### src/bpf_pkg.sv
package bpf_pkg;

    // ---------------------------------------------------------------
    // frame and word constants
    // ---------------------------------------------------------------
    localparam logic [23:0] SYNC_WORD = 24'hfaf320;
    localparam logic [15:0] FILL_INFO = 16'haaaa;
    localparam logic [15:0] CRC_POLY = 16'h8005;
    localparam logic [15:0] CRC_INIT = 16'h0000;
    localparam logic [3:0] CID_OVERFLOW = 4'h0;
    localparam logic [3:0] CID_ERR_A = 4'hc;
    localparam logic [3:0] CID_ERR_B = 4'h8;
    localparam logic [4:0] BIT_LAST = 5'h17;
    localparam logic [8:0] TIME_SLOTS = 9'h003;
    localparam logic [8:0] FLEN_MIN = 9'h080;
    localparam logic [8:0] FLEN_MAX = 9'h1ff;

    // ---------------------------------------------------------------
    // capture buffer
    // ---------------------------------------------------------------
    localparam int FIFO_AW = 4;
    localparam logic [4:0] FIFO_DEPTH = 5'h10;

    // ---------------------------------------------------------------
    // register map, byte offsets
    // ---------------------------------------------------------------
    localparam logic [7:0] OFF_CTRL = 8'h00;
    localparam logic [7:0] OFF_FLEN = 8'h04;
    localparam logic [7:0] OFF_BDIV = 8'h08;
    localparam logic [7:0] OFF_LBL = 8'h0c;
    localparam logic [7:0] OFF_STAT = 8'h10;
    localparam logic [7:0] OFF_DROP = 8'h14;
    localparam logic [4:0] CTRL_RESET = 5'h00;
    localparam logic [8:0] FLEN_RESET = 9'h080;
    localparam logic [15:0] BDIV_RESET = 16'h0000;
    localparam logic [15:0] LBL_RESET = 16'h7650;

    // control fields, bit 0 is enable
    typedef struct packed {
        logic nofill; // bit 4: suppress fill words
        logic crc;    // bit 3: crc word closes frame
        logic tim;    // bit 2: frame time words
        logic par;    // bit 1: odd parity in bit 1
        logic en;     // bit 0: formatter running
    } bpf_ctrl_t;

    // label register fields
    typedef struct packed {
        logic [3:0] time_cid; // bits 15:12
        logic [3:0] fill_cid; // bits 11:8
        logic [3:0] crc_cid;  // bits 7:4
        logic [3:0] sys_bus;  // bits 3:0
    } bpf_lbl_t;

    // one captured bus word
    typedef struct packed {
        logic [3:0] bus;
        logic [3:0] cid;
        logic [15:0] info;
        logic err;
        logic on_b;
    } bpf_cap_t;

    // frame time sampled at frame start
    typedef struct packed {
        logic [15:0] hi;
        logic [15:0] lo;
        logic [15:0] us;
    } bpf_time_t;

    // ---------------------------------------------------------------
    // helpers
    // ---------------------------------------------------------------
    // label, content label, information field; bit 1 is msb
    function automatic logic [23:0] fmt_word(input logic par,
        input logic [3:0] bus, input logic [3:0] cid,
        input logic [15:0] info);
        logic [22:0] rest;
        rest = {bus[2:0], cid, info};
        if (par) begin
            fmt_word = {~(^rest), rest};
        end else begin
            fmt_word = {bus, cid, info};
        end
    endfunction

    // sixteen info bits, most significant first
    function automatic logic [15:0] crc16(input logic [15:0] c,
        input logic [15:0] d);
        logic [15:0] r;
        logic fb;
        r = c;
        for (int i = 15; i >= 0; i--) begin
            fb = r[15] ^ d[i];
            r = {r[14:0], 1'b0} ^ (fb ? CRC_POLY : 16'h0000);
        end
        crc16 = r;
    endfunction

endpackage

### src/bpf_formatter.sv
// Design decisions made here: the register offsets and the APB register port.
`timescale 1ns/100ps
module bpf_formatter (
    // clock and reset
    input wire logic CORE_CLK,
    input wire logic NRST,
    // apb slave
    input wire logic PSEL,
    input wire logic PENABLE,
    input wire logic PWRITE,
    input wire logic [7:0] PADDR,
    input wire logic [31:0] PWDATA,
    output logic [31:0] PRDATA,
    output logic PREADY,
    output logic PSLVERR,
    // capture side
    input wire logic IN_VALID,
    input wire bpf_pkg::bpf_cap_t IN_WORD,
    output logic IN_READY,
    input wire bpf_pkg::bpf_time_t FRAME_TIME,
    // serial pcm output
    output logic PCM_DATA,
    output logic PCM_BIT,
    output logic PCM_FRAME
);

    // ---------------------------------------------------------------
    // state
    // ---------------------------------------------------------------
    typedef struct packed {
        bpf_pkg::bpf_ctrl_t ctrl;     // control register
        logic [8:0] flen;             // words per frame
        logic [15:0] bdiv;            // clocks per bit minus one
        bpf_pkg::bpf_lbl_t lbl;       // label register
        logic [31:0] prdata;          // read data latched at setup
        logic [15:0][23:0] mem;       // capture buffer words
        logic [3:0] wptr;             // buffer write pointer
        logic [3:0] rptr;             // buffer read pointer
        logic [4:0] cnt;              // buffer fill level
        logic ovf;                    // overflow pending
        logic [3:0] ovf_bus;          // bus of first dropped word
        logic [15:0] drops;           // dropped word counter
        logic [23:0] shift;           // serial shift register
        logic [4:0] bitn;             // bit index in word
        logic busy;                   // shift register holds a word
        logic sof;                    // current word is sync
        logic [15:0] div;             // bit rate divider
        logic [8:0] slot;             // next word slot in frame
        logic [15:0] crc;             // running check sequence
        bpf_pkg::bpf_time_t tm;       // time latched at frame start
        logic pdata;                  // serial data out
        logic pbit;                   // bit strobe out
        logic pframe;                 // first bit of frame
    } bpf_state_t;

    bpf_state_t st;
    bpf_state_t next_st;

    // ---------------------------------------------------------------
    // combinational next state
    // ---------------------------------------------------------------
    logic apb_setup;     // first phase of a transfer
    logic apb_wr;        // write taking effect
    logic hit;           // address is mapped
    logic [31:0] rmux;   // read data for current address
    logic push;          // word enters buffer
    logic pop;           // word leaves buffer
    logic [23:0] pword;  // word being pushed
    logic full;          // buffer has no room
    logic tick;          // bit time boundary
    logic last;          // next slot is last of frame
    logic load;          // new word enters shift register
    logic [23:0] lword;  // word being loaded
    logic [3:0] dcid;    // content label of captured word
    logic [8:0] wlen;    // clamped frame length write

    // status view of the block's own state
    always_comb begin
        hit = 1'b1;
        rmux = 32'h00000000;
        case (PADDR)
            bpf_pkg::OFF_CTRL: begin
                rmux = {27'h0000000, st.ctrl};
            end
            bpf_pkg::OFF_FLEN: begin
                rmux = {23'h000000, st.flen};
            end
            bpf_pkg::OFF_BDIV: begin
                rmux = {16'h0000, st.bdiv};
            end
            bpf_pkg::OFF_LBL: begin
                rmux = {16'h0000, st.lbl};
            end
            bpf_pkg::OFF_STAT: begin
                rmux = {16'h0000, st.slot, st.cnt, st.busy, st.ovf};
            end
            bpf_pkg::OFF_DROP: begin
                rmux = {16'h0000, st.drops};
            end
            default: begin
                hit = 1'b0; // unmapped: error, reads zero
            end
        endcase
    end

    always_comb begin
        next_st = st;
        next_st.pbit = 1'b0;
        next_st.pframe = 1'b0;
        apb_setup = PSEL & ~PENABLE;
        apb_wr = PSEL & PENABLE & PWRITE & hit;
        push = 1'b0;
        pop = 1'b0;
        pword = 24'h000000;
        load = 1'b0;
        lword = 24'h000000;
        full = (st.cnt == bpf_pkg::FIFO_DEPTH);
        last = (st.slot == st.flen - 9'h001);
        wlen = PWDATA[8:0];

        // register access; read data settles during setup
        if (apb_setup) begin
            next_st.prdata = rmux;
        end
        // out of range lengths are clamped into the legal window
        if (PWDATA[8:0] < bpf_pkg::FLEN_MIN) begin
            wlen = bpf_pkg::FLEN_MIN;
        end
        if (apb_wr) begin
            case (PADDR)
                bpf_pkg::OFF_CTRL: begin
                    next_st.ctrl = PWDATA[4:0];
                end
                bpf_pkg::OFF_FLEN: begin
                    next_st.flen = wlen;
                end
                bpf_pkg::OFF_BDIV: begin
                    next_st.bdiv = PWDATA[15:0];
                end
                bpf_pkg::OFF_LBL: begin
                    next_st.lbl = PWDATA[15:0];
                end
                default: begin
                    next_st.ctrl = st.ctrl; // read-only or unmapped
                end
            endcase
        end

        // errored captures override the supplied content label
        dcid = IN_WORD.cid;
        if (IN_WORD.err) begin
            dcid = IN_WORD.on_b ? bpf_pkg::CID_ERR_B
                                : bpf_pkg::CID_ERR_A;
        end

        // capture side: marker first, then data
        if (st.ovf) begin
            if (!full) begin
                push = 1'b1;
                pword = bpf_pkg::fmt_word(st.ctrl.par, st.ovf_bus,
                    bpf_pkg::CID_OVERFLOW, st.drops);
                next_st.ovf = 1'b0;
            end
            if (IN_VALID) begin
                next_st.drops = st.drops + 16'h0001;
            end
        end else if (IN_VALID) begin
            if (full) begin
                next_st.ovf = 1'b1;
                next_st.ovf_bus = IN_WORD.bus;
                next_st.drops = st.drops + 16'h0001;
            end else begin
                push = 1'b1;
                pword = bpf_pkg::fmt_word(st.ctrl.par, IN_WORD.bus,
                    dcid, IN_WORD.info);
            end
        end

        // fixed bit clock; the divider never pauses
        tick = (st.div == 16'h0000);
        if (tick) begin
            next_st.div = st.bdiv;
        end else begin
            next_st.div = st.div - 16'h0001;
        end
        if (tick && st.busy) begin
            next_st.pdata = st.shift[23];
            next_st.pbit = 1'b1;
            next_st.pframe = st.sof && (st.bitn == 5'h00);
            next_st.shift = {st.shift[22:0], 1'b0};
            if (st.bitn == bpf_pkg::BIT_LAST) begin
                next_st.busy = 1'b0;
            end else begin
                next_st.bitn = st.bitn + 5'h01;
            end
        end

        // word selection by frame position
        if (!next_st.busy && st.ctrl.en) begin
            if (st.slot == 9'h000) begin
                load = 1'b1;
                lword = bpf_pkg::SYNC_WORD;
                next_st.tm = FRAME_TIME;
                next_st.crc = bpf_pkg::crc16(bpf_pkg::CRC_INIT,
                    lword[15:0]);
            end else if (st.ctrl.tim && st.slot <= bpf_pkg::TIME_SLOTS) begin
                load = 1'b1;
                case (st.slot[1:0])
                    2'h1: lword = bpf_pkg::fmt_word(st.ctrl.par,
                        st.lbl.sys_bus, st.lbl.time_cid, st.tm.hi);
                    2'h2: lword = bpf_pkg::fmt_word(st.ctrl.par,
                        st.lbl.sys_bus, st.lbl.time_cid, st.tm.lo);
                    default: lword = bpf_pkg::fmt_word(st.ctrl.par,
                        st.lbl.sys_bus, st.lbl.time_cid, st.tm.us);
                endcase
                next_st.crc = bpf_pkg::crc16(st.crc, lword[15:0]);
            end else if (st.ctrl.crc && last) begin
                load = 1'b1;
                // crc word itself never feeds the sequence
                lword = bpf_pkg::fmt_word(st.ctrl.par, st.lbl.sys_bus,
                    st.lbl.crc_cid, st.crc);
            end else if (st.cnt != 5'h00) begin
                load = 1'b1;
                pop = 1'b1;
                lword = st.mem[st.rptr];
                next_st.crc = bpf_pkg::crc16(st.crc, lword[15:0]);
            end else if (!st.ctrl.nofill) begin
                load = 1'b1;
                lword = bpf_pkg::fmt_word(st.ctrl.par, st.lbl.sys_bus,
                    st.lbl.fill_cid, bpf_pkg::FILL_INFO);
                next_st.crc = bpf_pkg::crc16(st.crc, lword[15:0]);
            end
            // with fill suppressed the line simply waits for data
        end
        if (!next_st.busy && !st.ctrl.en) begin
            next_st.slot = 9'h000; // restart at sync once enabled
        end
        if (load) begin
            next_st.shift = lword;
            next_st.busy = 1'b1;
            next_st.bitn = 5'h00;
            next_st.sof = (st.slot == 9'h000);
            next_st.slot = last ? 9'h000 : st.slot + 9'h001;
        end

        // buffer pointers, arrival order preserved
        if (push) begin
            next_st.mem[st.wptr] = pword;
            next_st.wptr = st.wptr + 4'h1;
        end
        if (pop) begin
            next_st.rptr = st.rptr + 4'h1;
        end
        next_st.cnt = st.cnt + {4'h0, push} - {4'h0, pop};
    end

    // ---------------------------------------------------------------
    // state register
    // ---------------------------------------------------------------
    always_ff @(posedge CORE_CLK or negedge NRST) begin
        if (!NRST) begin
            st <= '0;
            st.ctrl <= bpf_pkg::CTRL_RESET;
            st.flen <= bpf_pkg::FLEN_RESET;
            st.bdiv <= bpf_pkg::BDIV_RESET;
            st.lbl <= bpf_pkg::LBL_RESET;
        end else begin
            st <= next_st;
        end
    end

    // ---------------------------------------------------------------
    // outputs
    // ---------------------------------------------------------------
    // ready is advisory: the buffer drops rather than stalls
    assign IN_READY = ~st.ovf & (st.cnt != bpf_pkg::FIFO_DEPTH);
    assign PRDATA = st.prdata;
    assign PREADY = 1'b1;
    assign PSLVERR = PSEL & PENABLE & ~hit;
    assign PCM_DATA = st.pdata;
    assign PCM_BIT = st.pbit;
    assign PCM_FRAME = st.pframe;

endmodule

### config.mk
export PLATFORM = sky130hd
export DESIGN_NAME = bpf_formatter
export DESIGN_NICKNAME = d
export VERILOG_FILES = /design/src/bpf_pkg.sv /design/src/bpf_formatter.sv
export SDC_FILE = /design/constraint.sdc
export NUM_CORES = 1
export LEC_CHECK = 0
export BUFFER_PORTS_ARGS = -buffer_cell sky130_fd_sc_hd__buf_2
export CAP_MARGIN = 30
export CORE_AREA = 3 3 264 266
export CTS_CLUSTER_DIAMETER = 50
export DETAILED_ROUTE_END_ITERATION = 6
export DIE_AREA = 0 0 267 269
export PLACE_DENSITY = 0.65
export SYNTH_ARGS = -nofsm -noshare
export SYNTH_HDL_FRONTEND = slang
export SYNTH_SLANG_ARGS = --single-unit
### constraint.sdc
create_clock -name CORE_CLK -period 3.6 [get_ports CORE_CLK]
set_input_delay 0.18 -clock CORE_CLK [delete_from_list [all_inputs] [get_ports CORE_CLK]]
set_output_delay 0.18 -clock CORE_CLK [all_outputs]
set_load 0.03 [all_outputs]
==> flow_summary.ini <==
[critical_path]
crit_path_end_kind = flop
critPathRequiredTime_ps = 4090
start_kind = flop
regToRegSetupSlack_ps = 100
cp_max_fo = 4
setup.worst_path.class = reg2reg
crit_arrival_ps = 3990

[synthesis]
synth_compound_area_share_pct = 12.44
synth_area_per_cell_um2 = 10.79
yosys_most_used_dff = dfrtp_1
yosys.area.top_type_share_pct = 49.06
yosys.area_share.simple_pct = 10.53
synth_top_area_cell = dfrtp_1
seq_area_frac_synth_pct = 49.75
syn_area_um2 = 30350
synth_edf_count = 0
synth.area.top_cells = dfrtp_1 49%, mux4_2 8.2%, o21ai_0 6.3%
synth_most_common_cell = dfrtp_1
synthAdderAreaFrac_pct = 1.179
postSynthCellCount = 2814
synth_top_family_by_area = multiplexers
async_flop_share_pct = 100.0
ys_types = 88
yosys_warnings = 0
synth_xor_area_share_pct = 7.799
synth.area.mux_share_pct = 13.91
ys_ff_latch = 603
synth_common_cells = 595 x dfrtp_1, 496 x nand2_1, 384 x o21ai_0

[clocking]
cts_tree = done
ctsHtreeMaxLevel = 3
cts_buffer_depth = 3
numCtsBuffers = 76
clk_latency_ps = 620
clk_pin_slew_ps = 60
clock_sinks = 603
cts_root_buffer = clkbuf_16

[layout]
stdcell_area_um2 = 35870
final_nets = 3167
drive_gt1_share_pct = 23.20
nFillCells = 5742
seq_area_um2 = 15110
multiInputGateArea_um2 = 14190
synthToLayoutAreaGrowth_pct = 18.17

[floorplan]
core.rowCount = 95
die_area_um2 = 71820
pin_count = 158
die_h_um = 269
initial_core_util_pct = 45.11
die_w_um = 267
core_um2 = 67280

[grt]
grt_start_max_net_pins = 116
grt_usage_pct = 23.61
grt_pass1_wl_mm = 131.9
overflow = 0
antenna_found_initial = 3
first_global_vias = 22820

[sta]
min_period_over_period_pct = 97.20
drv_slew = 0
finalCriticalPeriod_ps = 3499
rsz0062_at_grt = true
worst_slack_ps = 101.0
setup_viol = 0
tightestPinTransition_ps = 1004
whs_ps = 28.41
fin_skew_ps = 31.23
maxSlewHeadroom_pct = 33.09
hold_violations = 0
fmax_ghz = 0.2858

[pwr]
powerDensity_nw_per_um2 = 691.4
p_leak_nw = 15.70
peakVddDrop_v = 0.0003790
finalPower_mw = 24.80

[placement]
placed_area_um2 = 32370
numPortBuffers = 124
pre_cts_slack_ps = -79.17
gp_congestion = 0.9126
place_hpwl_mm = 57.09

[drt]
drc = 4
viasPerCell = 5.654
avgRoutedWirePerCell_um = 21.19
drtPass1Iterations = 7
final_antenna_net_count = 0
wl_mm = 83.72
vias = 22340
drtIter0Drc = 2005

[job]
max_cap_violations = 0

[run_status]
status = complete, but fails checks
violations = design-rule violations

[worst_hold_path]
hp-class = in2reg
area by class of cell:
cell class / instances / area share (%)
antenna: 1 / 0.006977
tap: 873 / 3.045
clock buffer: 101 / 6.021
sequential: 603 / 42.13
timing repair buffer: 356 / 7.737
clock inverter: 35 / 1.158
multi-input combinational: 1951 / 39.57
inverter: 31 / 0.3244
power breakdown:
| part | internal (mW) | total [mW] | switching (mW) | leakage, nW |
|---|---|---|---|---|
| registers | 8.71 | 9.90 | 1.19 | 7.89 |
| clock network | 4.75 | 7.78 | 3.03 | 1.26 |
| logic | 3.44 | 7.12 | 3.68 | 6.55 |
sequential cells by signal, summed over array words and instances (netlist names):
name	cells
PCM_FRAME	1
st	584
PCM_BIT	1
PCM_DATA	1
PRDATA	16
kinds of logic (layout without fill, tap and decap cells):
family                   after synthesis  in the layout
AND/OR/NAND/NOR                      749            749
XOR/XNOR                             247            247
multiplexers                         264            264
adder cells (fa/ha/maj)               28             28
buffers and inverters                275            523
AO/OA/AOI/OAI                        646            646
other                                  2             18
flip-flops                           603            603
layout by cell type (no fill, tap or decap), drive strengths merged, types with 27 or more instances in the layout:
cell         netlist  final
nor2             105    105
o21ai            407    407
nand2            498    498
dfrtp            595    595
nand3             33     33
inv               31     41
a21oi             48     48
dlygate4sd3        0     73
a31oi             29     29
buf               82    283
mux4             110    110
a22oi             41     41
xor2              61     61
xnor2            176    176
mux2i             27     27
clkbuf           162    101
mux2             127    127
ha                27     27
worst max-delay path, stage by stage (launching register included):
cell	delay (ps)
dfrtp_2	430
or3b_1	400
nor4_2	330
a311oi_2	100
a2111oi_2	390
buf_4	180
o21ai_2	70
nand3_2	120
nor2_4	40
ha_1	260
inv_1	60
ha_2	170
inv_1	60
fa_2	370
inv_2	50
a21oi_1	50
nor2_1	100
nor2_1	60
xnor2_1	120
stage by stage:
step | cells | util (%) | setup TNS [ps]
2_1_floorplan | 2829 | - | 0
3_3_place_gp | 3730 | 48.09 | -135.2
3_5_place_dp | 3731 | 48.12 | -79.17
4_1_cts | 3941 | 53.09 | 0
5_1_grt | 3951 | 53.31 | -114.9
6_report | 3951 | 53.31 | 0
final timing paths:
check                      startpoint   endpoint  cells after the start
max                           st[610]    st[148]                     18
min                              PSEL  PRDATA[1]                      4
max reg2reg                   st[610]    st[148]                     18
min reg2reg                   st[340]    st[340]                      2
max in group asynchronous        NRST    st[476]                      3
min in group asynchronous        NRST     st[13]                      2
routing by layer:
| layer | up-vias | part of all wire, % | global-route usage (%) |
|---|---|---|---|
| met4 | 0 | 3.0 | 8.566 |
| met1 | 11210 | 41 | 30.88 |
| met5 | - | 0 | 0 |
| li1 | 10240 | - | - |
| met2 | 732 | 50 | 39.95 |
| met3 | 160 | 6.0 | 3.942 |
repair_timing:
| action | in CTS | in global routing |
|---|---|---|
| pin swaps | 2 | 11 |
| buffers inserted | 1 | 7 |
| resized for setup | 7 | 22 |
| endpoints found under the setup margin | 1 | 5 |
| endpoints found under the hold margin | 203 | 0 |
| hold buffers | 73 | 0 |
Power figures use the tool's default switching activity.
